--- src/mctc_pkg.sv ---
// constants and types for the match code teach and compare block
package mctc_pkg;
	// timing
	localparam int unsigned CLK_MHZ = 50;
	localparam int unsigned DEB_TIME_US = 10000;
	localparam int unsigned DEB_CYC_DFLT = DEB_TIME_US * CLK_MHZ;
	localparam logic [19:0] INIT_WAIT = 20'h00002;
	// repeat-read counts
	localparam logic [5:0] REP_LEARN = 6'h1e;
	localparam logic [5:0] REP_NORMAL = 6'h01;
	// register byte offsets
	localparam logic [7:0] A_CTRL = 8'h00;
	localparam logic [7:0] A_FN = 8'h04;
	localparam logic [7:0] A_PLEN = 8'h08;
	localparam logic [7:0] A_REF2_SL = 8'h0c;
	localparam logic [7:0] A_REF2_D = 8'h10;
	localparam logic [7:0] A_REF1_SL = 8'h14;
	localparam logic [7:0] A_REF1_D = 8'h18;
	localparam logic [7:0] A_STAT = 8'h1c;
	localparam logic [7:0] A_IRQ_ST = 8'h20;
	localparam logic [7:0] A_IRQ_EN = 8'h24;
	localparam logic [7:0] A_IRQ_CLR = 8'h28;
	localparam logic [7:0] A_CNT0 = 8'h2c;
	localparam logic [7:0] A_CNT1 = 8'h30;
	localparam logic [7:0] A_CNT2 = 8'h34;
	// control bit positions
	localparam int CB_TEACH = 0;
	localparam int CB_STATIC = 1;
	localparam int CB_CRST = 2;
	localparam int CB_FILT = 3;
	localparam int CB_PERM = 4;
	localparam int CB_C2 = 5;
	localparam int CB_CPERM = 6;
	// interrupt bit positions
	localparam int IB_LEARN = 0;
	localparam int IB_STORE = 1;
	localparam int IB_MATCH = 2;
	localparam int IB_OPEN = 3;
	// reset values
	localparam logic [6:0] CTRL_RST = 7'h00;
	localparam logic [10:0] FN_RST = 11'h010;
	localparam logic [15:0] PLEN_RST = 16'h0032;
	// result functions
	typedef enum logic [2:0] {
		FN_NOMATCH = 3'h0,
		FN_M1 = 3'h1,
		FN_MIS1 = 3'h2,
		FN_M2 = 3'h3,
		FN_MIS2 = 3'h4,
		FN_M1OR2 = 3'h5,
		FN_M1AND2 = 3'h6,
		FN_OFF = 3'h7
	} mctc_fn_e;
	// gray along init, read, learn, held
	typedef enum logic [1:0] {
		ST_INIT = 2'h0,
		ST_READ = 2'h1,
		ST_LEARN = 2'h3,
		ST_HELD = 2'h2
	} mctc_st_e;
	typedef struct packed {
		logic [3:0] sym;
		logic [5:0] len;
		logic [31:0] data;
	} mctc_code_s;
	typedef struct packed {
		logic hsel;
		logic [7:0] haddr;
		logic [1:0] htrans;
		logic hwrite;
		logic [2:0] hsize;
		logic [31:0] hwdata;
		logic hready;
	} mctc_ahb_req_s;
	typedef struct packed {
		logic [31:0] hrdata;
		logic hreadyout;
		logic hresp;
	} mctc_ahb_rsp_s;
endpackage

--- src/mctc_top.sv ---
// match code teach-in, storage and comparison with ahb-lite registers
`timescale 1ns/1ps
// Contract
// parameters not saved permanently: no nv write, defaults after power cycle
// teach and compare on teach input only when teach function configured
// leaving parameter mode samples teach level and enables comparison
// teach input opening in reading mode enters learning of reference one
// static learning opens read interval automatically, no trigger needed
// read in learning: one beep, close interval, hold code in ram
// teach input closing writes type, length, content to nv set
// after storing, compare every code, drive result two with pulse length
// close without read ends interval, stored configuration kept
// opening switch again later re-enters learning, reference replaceable
// teach input closed at power-up starts with comparison enabled
// operator keeps switch closed through whole start-up to enable comparison
// teach input open at power-up: reading mode, comparison disabled
// seven selectable result functions, reference two ones need it active
// result one, result two and beeper select functions independently
// output filter persists apart from comparison enable, applies when active
// static learning: standard decoder, 30 repeats, then filter by type/length
// counter reset option clears statistics on each new reference one
// teach input synchronised and debounced, one event per switch action
module mctc_top #(
	parameter int unsigned DEB_CYC = mctc_pkg::DEB_CYC_DFLT
) (
	input wire logic clk_sys,
	input wire logic rst,
	input wire logic ce,
	input wire mctc_pkg::mctc_ahb_req_s ahb_req,
	output mctc_pkg::mctc_ahb_rsp_s ahb_rsp,
	input wire logic teach_in,
	input wire logic param_mode,
	input wire logic dec_good,
	input wire logic dec_none,
	input wire mctc_pkg::mctc_code_s dec_code,
	input wire logic nv_valid,
	input wire mctc_pkg::mctc_code_s nv_ref,
	output logic nv_wr,
	output mctc_pkg::mctc_code_s nv_data,
	output logic read_gate,
	output logic std_dec,
	output logic [5:0] rep_cnt,
	output logic code_pass,
	output logic result1,
	output logic result2,
	output logic beep,
	output logic irq
);
	localparam logic [19:0] DEB_LAST = 20'(DEB_CYC - 1);

	typedef struct packed {
		mctc_pkg::mctc_st_e st;
		logic [1:0] sy;
		logic deb;
		logic [19:0] dcnt;
		logic pm;
		logic cmp_en;
		logic gate;
		mctc_pkg::mctc_code_s tmp;
		mctc_pkg::mctc_code_s ref1;
		logic ref1_v;
		logic [6:0] ctrl;
		logic [10:0] fn;
		logic [15:0] plen;
		mctc_pkg::mctc_code_s ref2;
		logic [15:0] pc1;
		logic [15:0] pc2;
		logic [15:0] pcb;
		logic nv_wr;
		logic pass;
		logic [3:0] ist;
		logic [3:0] ien;
		logic [15:0] c_good;
		logic [15:0] c_none;
		logic [15:0] c_int;
		logic [15:0] c_m1;
		logic [15:0] c_m2;
		logic [15:0] c_nom;
		logic wpend;
		logic [7:0] waddr;
		logic [31:0] rdata;
	} mctc_regs_s;

	mctc_regs_s q;
	mctc_regs_s d;

	function automatic logic fn_hit(input logic [2:0] sel, input logic m1, input logic m2,
			input logic a2);
		case (mctc_pkg::mctc_fn_e'(sel))
			mctc_pkg::FN_NOMATCH: fn_hit = !m1 && !m2;
			mctc_pkg::FN_M1: fn_hit = m1;
			mctc_pkg::FN_MIS1: fn_hit = !m1;
			mctc_pkg::FN_M2: fn_hit = a2 && m2;
			mctc_pkg::FN_MIS2: fn_hit = a2 && !m2;
			mctc_pkg::FN_M1OR2: fn_hit = m1 || m2;
			mctc_pkg::FN_M1AND2: fn_hit = a2 && m1 && m2;
			default: fn_hit = 1'b0;
		endcase
	endfunction

	function automatic logic [15:0] inc(input logic [15:0] v);
		inc = v + 16'h0001;
	endfunction

	// load on hit, else count down to zero
	function automatic logic [15:0] pulse(input logic hit, input logic [15:0] len,
			input logic [15:0] c);
		if (hit) begin
			pulse = len;
		end else if (c != 16'h0000) begin
			pulse = c - 16'h0001;
		end else begin
			pulse = 16'h0000;
		end
	endfunction

	// decoded control and events
	logic teach_fn;
	logic is_static;
	logic cmp_on;
	logic chg;
	logic open_ev;
	logic close_ev;
	logic m1;
	logic m2;
	logic a2;
	logic symlen_ok;
	logic cmp_go;
	logic store;
	logic a_phase;
	logic [3:0] clr;
	assign teach_fn = q.ctrl[mctc_pkg::CB_TEACH];
	assign is_static = q.ctrl[mctc_pkg::CB_STATIC];
	assign a2 = q.ctrl[mctc_pkg::CB_C2];
	assign cmp_on = q.cmp_en || q.ctrl[mctc_pkg::CB_CPERM];
	// stable for full debounce time
	assign chg = (q.st != mctc_pkg::ST_INIT) && (q.sy[1] != q.deb) && (q.dcnt == DEB_LAST);
	assign open_ev = chg && q.deb;
	assign close_ev = chg && !q.deb;
	assign m1 = q.ref1_v && (dec_code == q.ref1);
	assign m2 = a2 && (dec_code == q.ref2);
	assign symlen_ok = q.ref1_v && dec_code.sym == q.ref1.sym && dec_code.len == q.ref1.len;
	assign cmp_go = dec_good && cmp_on && (q.st == mctc_pkg::ST_READ);
	assign store = teach_fn && close_ev && (q.st == mctc_pkg::ST_HELD);
	assign a_phase = ahb_req.hsel && ahb_req.htrans[1] && ahb_req.hready;
	assign clr = (q.wpend && q.waddr == mctc_pkg::A_IRQ_CLR) ? ahb_req.hwdata[3:0] : 4'h0;

	// next state of everything
	always_comb begin
		d = q;
		d.nv_wr = 1'b0;
		d.pass = 1'b0;
		// only this cycle's events here, old bits merged below
		d.ist = 4'h0;
		d.sy = {q.sy[0], teach_in};
		d.pm = param_mode;
		if (q.st == mctc_pkg::ST_INIT) begin
			// wait for the synchroniser to fill before catching the level
			d.dcnt = q.dcnt + 20'h00001;
			if (q.dcnt == mctc_pkg::INIT_WAIT) begin
				d.dcnt = 20'h00000;
				d.deb = q.sy[1];
				// closed at power-up
				// open at power-up
				d.cmp_en = teach_fn && q.sy[1];
				// only a permanent image survives
				d.ref1_v = nv_valid;
				d.ref1 = nv_valid ? nv_ref : '0;
				d.st = mctc_pkg::ST_READ;
			end
		end else if (q.sy[1] == q.deb) begin
			d.dcnt = 20'h00000;
		end else if (chg) begin
			// one event per change
			d.deb = q.sy[1];
			d.dcnt = 20'h00000;
		end else begin
			d.dcnt = q.dcnt + 20'h00001;
		end
		// teach state machine
		case (q.st)
			mctc_pkg::ST_INIT: begin
				d.gate = 1'b0;
			end
			mctc_pkg::ST_READ: begin
				if (teach_fn && q.pm && !param_mode) begin
					// sample on return to reading
					d.cmp_en = q.deb;
				end
				// open enters learning
				// also later, to replace
				if (teach_fn && open_ev && !param_mode) begin
					d.st = mctc_pkg::ST_LEARN;
					// static opens interval itself
					d.gate = is_static;
					d.ist[mctc_pkg::IB_OPEN] = 1'b1;
				end
			end
			mctc_pkg::ST_LEARN: begin
				if (close_ev) begin
					// no read: just end interval
					d.gate = 1'b0;
					d.st = mctc_pkg::ST_READ;
				end else if (dec_good) begin
					// tone, close interval, hold
					d.tmp = dec_code;
					d.gate = 1'b0;
					d.st = mctc_pkg::ST_HELD;
					d.ist[mctc_pkg::IB_LEARN] = 1'b1;
				end
			end
			mctc_pkg::ST_HELD: begin
				if (store) begin
					// keep reference, write nv
					d.ref1 = q.tmp;
					d.ref1_v = 1'b1;
					// skip nv when not saved permanently
					d.nv_wr = q.ctrl[mctc_pkg::CB_PERM];
					// compare from now on
					d.cmp_en = 1'b1;
					d.st = mctc_pkg::ST_READ;
					d.ist[mctc_pkg::IB_STORE] = 1'b1;
				end
			end
			default: begin
				d.st = mctc_pkg::ST_INIT;
			end
		endcase
		// function select
		// each output its own select
		// result two pulse with set length
		d.pc1 = pulse(cmp_go && fn_hit(q.fn[2:0], m1, m2, a2), q.plen, q.pc1);
		d.pc2 = pulse(cmp_go && fn_hit(q.fn[6:4], m1, m2, a2), q.plen, q.pc2);
		// learning tone shares the beeper
		d.pcb = pulse((cmp_go && fn_hit(q.fn[10:8], m1, m2, a2))
			|| (q.st == mctc_pkg::ST_LEARN && dec_good && !close_ev), q.plen, q.pcb);
		if (cmp_go && m1) begin
			d.ist[mctc_pkg::IB_MATCH] = 1'b1;
		end
		// filter kept apart, applies while comparing
		// static reference filters by type and length
		if (dec_good && q.st == mctc_pkg::ST_READ) begin
			d.pass = !(cmp_on && (q.ctrl[mctc_pkg::CB_FILT] || is_static)) || symlen_ok;
		end
		// statistics
		if (dec_good) begin
			d.c_good = inc(q.c_good);
		end
		if (dec_none) begin
			d.c_none = inc(q.c_none);
		end
		if (dec_good || dec_none) begin
			d.c_int = inc(q.c_int);
		end
		if (cmp_go && m1) begin
			d.c_m1 = inc(q.c_m1);
		end
		if (cmp_go && m2) begin
			d.c_m2 = inc(q.c_m2);
		end
		if (cmp_go && !m1 && !m2) begin
			d.c_nom = inc(q.c_nom);
		end
		// new reference clears statistics
		if (store && q.ctrl[mctc_pkg::CB_CRST]) begin
			d.c_good = 16'h0000;
			d.c_none = 16'h0000;
			d.c_int = 16'h0000;
			d.c_m1 = 16'h0000;
			d.c_m2 = 16'h0000;
			d.c_nom = 16'h0000;
		end
		// sticky status: a set in the clear cycle wins
		d.ist = d.ist | (q.ist & ~clr);
		// bus data phase write
		if (q.wpend) begin
			case (q.waddr)
				mctc_pkg::A_CTRL: d.ctrl = ahb_req.hwdata[6:0];
				mctc_pkg::A_FN: d.fn = ahb_req.hwdata[10:0];
				mctc_pkg::A_PLEN: d.plen = ahb_req.hwdata[15:0];
				mctc_pkg::A_REF2_SL: d.ref2[41:32] = ahb_req.hwdata[9:0];
				mctc_pkg::A_REF2_D: d.ref2.data = ahb_req.hwdata;
				mctc_pkg::A_IRQ_EN: d.ien = ahb_req.hwdata[3:0];
				default: d.ien = q.ien;
			endcase
		end
		// bus address phase, read data ready for the data phase
		d.wpend = a_phase && ahb_req.hwrite;
		d.waddr = ahb_req.haddr;
		if (a_phase && !ahb_req.hwrite) begin
			case (ahb_req.haddr)
				mctc_pkg::A_CTRL: d.rdata = {25'h0000000, q.ctrl};
				mctc_pkg::A_FN: d.rdata = {21'h000000, q.fn};
				mctc_pkg::A_PLEN: d.rdata = {16'h0000, q.plen};
				mctc_pkg::A_REF2_SL: d.rdata = {22'h000000, q.ref2[41:32]};
				mctc_pkg::A_REF2_D: d.rdata = q.ref2.data;
				mctc_pkg::A_REF1_SL: d.rdata = {21'h000000, q.ref1_v, q.ref1[41:32]};
				mctc_pkg::A_REF1_D: d.rdata = q.ref1.data;
				mctc_pkg::A_STAT: d.rdata = {27'h0000000, cmp_on, q.gate, q.deb, q.st};
				mctc_pkg::A_IRQ_ST: d.rdata = {28'h0000000, q.ist};
				mctc_pkg::A_IRQ_EN: d.rdata = {28'h0000000, q.ien};
				mctc_pkg::A_CNT0: d.rdata = {q.c_none, q.c_good};
				mctc_pkg::A_CNT1: d.rdata = {q.c_m2, q.c_m1};
				mctc_pkg::A_CNT2: d.rdata = {q.c_int, q.c_nom};
				default: d.rdata = 32'h00000000;
			endcase
		end
	end

	// single state register, frozen while ce is low
	always_ff @(posedge clk_sys or posedge rst) begin
		if (rst) begin
			q <= '0;
			q.ctrl <= mctc_pkg::CTRL_RST;
			q.fn <= mctc_pkg::FN_RST;
			q.plen <= mctc_pkg::PLEN_RST;
		end else if (ce) begin
			q <= d;
		end
	end

	// outputs
	assign ahb_rsp.hrdata = q.rdata;
	assign ahb_rsp.hreadyout = 1'b1;
	assign ahb_rsp.hresp = 1'b0;
	assign nv_wr = q.nv_wr;
	assign nv_data = q.ref1;
	assign read_gate = q.gate;
	// standard decoder and 30 repeats while learning statically
	assign std_dec = (q.st == mctc_pkg::ST_LEARN) && is_static;
	assign rep_cnt = std_dec ? mctc_pkg::REP_LEARN : mctc_pkg::REP_NORMAL;
	assign code_pass = q.pass;
	assign result1 = q.pc1 != 16'h0000;
	assign result2 = q.pc2 != 16'h0000;
	assign beep = q.pcb != 16'h0000;
	assign irq = |(q.ist & q.ien);
endmodule // mctc_top

--- config.mk ---
export PLATFORM = sky130hd
export DESIGN_NAME = mctc_top
export DESIGN_NICKNAME = d
export VERILOG_FILES = /design/src/mctc_pkg.sv /design/src/mctc_top.sv
export SDC_FILE = /design/constraint.sdc
export NUM_CORES = 1
export LEC_CHECK = 0
export BUFFER_PORTS_ARGS = -buffer_cell sky130_fd_sc_hd__buf_2
export CAP_MARGIN = 25
export CORE_MARGIN = 5
export CORE_UTILIZATION = 25
export DETAILED_ROUTE_END_ITERATION = 8
export PLACE_DENSITY = 0.48
export SLEW_MARGIN = 5
export SYNTH_ARGS = -nofsm -noshare
export SYNTH_HDL_FRONTEND = slang
export SYNTH_SLANG_ARGS = --single-unit
--- constraint.sdc ---
create_clock -name clk_sys -period 14.35 [get_ports clk_sys]
set_input_delay 1.435 -clock clk_sys [delete_from_list [all_inputs] [get_ports clk_sys]]
set_output_delay 1.435 -clock clk_sys [all_outputs]
set_load 0.05 [all_outputs]
# --- After elaboration in Yosys (flattened, before gate mapping) ---
# Cells that the tools add are included.
totals:
  inputBits: 140
  reg_bits: 384
  mem_bits_ro: 0
  ram_bits: 0
  memories: 0
  latchBits: 0
  wordCells: 247
classes:
  n_mux: 57
  n_bitwise: 5
  n_lt_le_gt_ge: 0
  addsub: 10
  n_eq_ne: 51
  n_mul: 0
  n_div: 0
  shifts: 0
  n_reduce_logical: 88
ops:
  columns: ["op", "n"]
  rows:
  - ["one-hot mux 32 bit (13 select lines)", 1]
  - ["2-to-1 mux 43 bit", 5]
  - ["2-to-1 mux 16 bit", 12]
  - ["adder 16 x 1 -> 16 bit (second input constant)", 6]
  - ["2-to-1 mux 96 bit", 1]
  - ["== test 42 bit", 2]
  - ["== test 8 x 6 -> 1 bit (second input constant)", 7]
  - ["nonzero test 16 bit", 3]
  - ["subtractor 16 x 1 -> 16 bit (second input constant)", 3]
  - ["2-to-1 mux 21 bit", 2]
  - ["2-to-1 mux 42 bit", 1]
  - ["== test 8 x 5 -> 1 bit (second input constant)", 5]
  - ["logical AND 1 bit", 40]
  - ["2-to-1 mux 20 bit", 2]
  - ["== test 8 x 4 -> 1 bit (second input constant)", 4]
  - ["== test 3 bit (second input constant)", 9]
  - ["one-hot mux 1 bit (7 select lines)", 3]
  - ["adder 20 x 1 -> 20 bit (second input constant)", 1]
  - ["== test 20 x 19 -> 1 bit (second input constant)", 1]
  - ["== test 20 x 2 -> 1 bit (second input constant)", 1]
  - ["2-to-1 mux 1 bit", 19]
  - ["== test 3 x 2 -> 1 bit (second input constant)", 6]
  - ["AND reduction 3 bit", 6]
  - ["== test 8 x 3 -> 1 bit (second input constant)", 2]
  - ["30 further kinds", 69]

# --- Depth between registers and ports, before layout ---
logic_depth:
  word_depth: 9
  mapped_depth: 13

# --- Worst setup path after synthesis ---
# OpenSTA, ideal clock, no wires.
synth_path:
  kind: "input to register"
  startpoint: "input dec_code[28] (netlist name)"
  endpoint: "register q[191] (netlist name)"
  cell_stages: 11
  setup_time_ns: 0.129
  arrival_time_ns: 3.657
  required_time_ns: 14.221
  slack_ns: 10.564
  cell_sequence: "xor2_1 nor4_1 nand4_1 or3b_1 clkbuf_1 mux2i_1 o211a_1 a2111oi_4 buf_2 mux2i_1 o2bb2ai_1"
synth_via:
  elab_chain_len: 7
synth_rtl:
  columns: ["item", "line", "source"]
  rows:
  - ["from (decl)", "mctc_top.sv:35", "input wire mctc_pkg::mctc_code_s dec_code,"]
  - ["== test 42 bit (on tied branches)", "mctc_top.sv:140, mctc_top.sv:141", null]
  - ["logical AND 1 bit (on tied branches)", "mctc_top.sv:140, mctc_top.sv:141", null]
  - ["logical AND 1 bit (tied with other cells)", "mctc_top.sv:96", "mctc_pkg::FN_M1AND2: fn_hit = a2 && m1 && m2;"]
  - ["logical AND 1 bit (on tied branches)", "mctc_top.sv:96, mctc_top.sv:90, mctc_top.sv:94", null]
  - ["one-hot mux 1 bit (7 select lines) *", "mctc_top.sv:89", "case (mctc_pkg::mctc_fn_e'(sel))"]
  - ["logical AND 1 bit *", "mctc_top.sv:232", "d.pc1 = pulse(cmp_go && fn_hit(q.fn[2:0], m1, m2, a2), q.plen, q.pc1);"]
  - ["2-to-1 mux 16 bit *", "mctc_top.sv:108", "if (hit) begin"]
  - ["to (decl)", "mctc_top.sv:84", "mctc_regs_s q;"]
# Every way passes the cells marked *; elsewhere a longest branch is shown, timed or not.
# A chain may end at the register's enable or synchronous reset.

# --- Final worst setup path ---
layout_path:
  startpoint: "register q[147] (netlist name)"
  endpoint: "output beep"
layout_via:
  elab_chain_len: 1
layout_rtl:
  columns: ["item", "line", "source"]
  rows:
  - ["nonzero test 16 bit", "mctc_top.sv:335", "assign beep = q.pcb != 16'h0000;"]
  - ["to (decl)", "mctc_top.sv:46", "output logic beep,"]
# Every way passes these cells.

==> metrics.cfg <==
[die]
top_level_ports=230
floorplan.initialDensity_pct=25.3
die_h_um=298
die-width_um=298
core_mm2=0.0822
fp-row-count=105
fp.dieArea_mm2=0.0890

[clocking]
clock_tree_from_tritoncts=done
clockRootBuffer=clkbuf_16
h_tree_level_count=2
cts_made_buffers=44
cts_max_path_buffers=3
postCtsHoldBufs=0
cts.repair_timing.setup_buffer_count=0
numClockSinks=384
worst_setup_hold_path_clk_slew_ns=0.06
cts_resized=0
clock_latency_ns=0.59

[drt]
dr.first_iter.drc_count=1672
routed_via_density=5.22
postRouteWirelength_mm=78.1
post-route-drc-count=0
drt_pass1_iterations=7
avgRoutedWirePerCell_um=23.2
detailroute.via_count=17500
drtAntennaViolNets=0

[synth]
yosys.area_share.adder_pct=0.903
synth_compound_gate_area_share_pct=15.3
synthDominantAreaCellType=dfrtp_1
synth-edff-count=0
synth_mux_area_share_pct=7.96
synthDistinctLibCells=70
yosysSeqAreaShare_pct=46.2
syn_avg_cell_area_um2=9.68
async_reset_ff_share_pct=100
postSynthCellCount=2148
ys_top_cells_by_count=dfrtp_1 (380), nand2_1 (214), nor2_1 (212)
postSynthRegisterBits=384
ys_top_cells_by_area=dfrtp_1 (46%), mux2_2 (7.1%), xor2_1 (5.5%), nand2_1 (3.9%), nor2_1 (3.8%)
netlist_area_mm2=0.0208
share_of_the_synthesized_area_in_the_top_cell_type_pct=45.7
prevailing_post_synth_register_cell=dfrtp_1
synth_top_family_by_area=simple AND/OR/NAND/NOR gates
synth_simple_gate_area_share_pct=16.9
yosys_warnings=0
post-synth-top-count-cell=dfrtp_1
synth_xor_area_share_pct=6.99

[timing]
report.final.setup_viol=0
fmaxAchievable_mhz=200
worst_clock_skew_ns=0.0534
timing_max_transition_violations_final=0
worst_max_slew_pin_slew_ns=1.13
max-slew-margin-rel_pct=24.5
hold_viol=0
setup_repair_after_global_routing_missed_its_margin=no
post-route-period-util_pct=34.8
final.min_clock_period_ns=4.99
final.setup.tns_ns=0

[setup_path]
critical_path.endpoint_type=primary output
timing_worst_setup_path_type=flip-flop to primary output
worst-r2r-cell-count=10
worstSetupStartpointType=flip-flop
worst-endpoint-arrival_ns=3.56
worst_setup_path_startpoint=q[147]$_DFFE_PP0P_
worstPathRequired_ns=12.91
critical_path.reg2reg.startpoint=q[197]$_DFFE_PP0P_
crit_fanout=8

[layout]
layout.cells.non_filler=3361
utilization_pct=29.1
area.growth.synth_to_final_pct=15.0
drive_above_1_share_pct=20.5
nets=2410

[placed_design]
dp_cells=3279
place.detailed.hpwl_mm=56.4
gp_weighted_congestion=0.956
placement.io_buffers=222

[grt]
antenna_found_initial=9
first_global_vias=17100
grt.overflow.total=0
grt_max_degree=178
global_route_wire_length_before_repair_mm=116
groute.usage.overall_pct=16.8

[pwr]
max-vdd-ir-drop_mv=0.0728
cellPowerDensity_mw_per_mm2=142
p_leak_nw=10.7
power.total_mw=3.40

[hold_path]
worstHoldPathType=flip-flop to flip-flop
holdPathStages=1
worst_hold_startpoint=ahb_rsp[23]$_DFFE_PP0P_

[flow_run]
drv.max_cap_violation_count=0

[run_status]
outcome=completed

## logic make-up after synthesis
kind of cell / Yosys count
AOI/OAI and AO/OA: 465
xor gates and xnor gates: 166
adders and majority gates: 15
buffers and inverters: 230
DFF: 384
muxes: 149
other: 2
and+or+nand+nor: 737
## cell usage in the layout (no fill, tap or decap), types with 14 or more instances in the layout
cell type and count:
and3_1 27, dfrtp_1 380, a221o_1 19, nor2_1 203, mux2_2 131, mux2i_1 18
o21ai_0 119, a221oi_1 22, a222oi_1 24, a31oi_1 16, a22oi_1 49, xor2_1 131
xnor2_1 35, nand3_1 60, buf_4 27, clkbuf_1 18, or4_1 17, inv_1 37
a21o_1 34, nor4_1 35, ha_1 15, and2_1 15, clkbuf_16 46, o2bb2ai_1 14
a21oi_1 102, nor3_1 32, or3_1 29, nand2_1 214, nand4_1 38, buf_2 221
## report_power, final
| part | leakage, nW | internal (mW) | switching (mW) |
|---|---|---|---|
| clock network | 0.691 | 0.650 | 0.479 |
| registers | 5.00 | 1.21 | 0.246 |
| logic | 5.03 | 0.254 | 0.555 |
| total | 10.7 | 2.12 | 1.28 |
## final cells by class
type / instances / area, µm²
diodes: 2 / 5.00
clock buffers: 72 / 1330
clock inverters: 8 / 80.1
fillers: 8638 / 58300
inverters: 40 / 158
multi-input cells: 1535 / 10000
flip-flops and latches: 384 / 9610
well taps: 1070 / 1340
repair buffers: 250 / 1350
## critical path, cell delays in order, from the launching register on
cell and delay [ns]:
dfrtp_1 0.38, inv_1 0.10, ha_1 0.20, or3b_2 0.50, nor4_1 0.40, nand2_1 0.22, nor4_1 0.35, and2_1 0.40
inv_1 0.17, buf_2 0.25
## registers in the layout (all words and copies together), names as in the netlist
signal     count
q            304
nv_data       42
ahb_rsp       32
a2             1
code_pass      1
d              1
is_static      1
nv_wr          1
read_gate      1
## metrics by stage
stage,setup slack (ns),hold WS (ns),instance area (µm²)
2_1_floorplan,2.25,0.451,20800
4_1_cts,9.33,0.481,23900
5_1_grt,9.02,0.497,23900
6_report,9.36,0.475,23900
3_3_place_gp,9.32,0.461,22500
3_5_place_dp,9.30,0.461,22500
## metal layers
metal,wire length [µm],global-route usage (%)
met5,41,0
met1,34100,22.9
met3,4680,3.06
met4,2040,4.37
met2,37200,27.6
## final timing paths
path	end	slack (ns)
worst max register to register	q[168]$_DFFE_PP0P_	10.28
worst min register to register	ahb_rsp[23]$_DFFE_PP0P_	0.48
min in group asynchronous	q[44]$_DFFE_PP0P_	0.96
max in group asynchronous	q[55]$_DFFE_PP0P_	11.26
worst min-delay path	ahb_rsp[23]$_DFFE_PP0P_	0.48
worst max-delay path	beep	9.36
(Power assumes the default switching activity.)
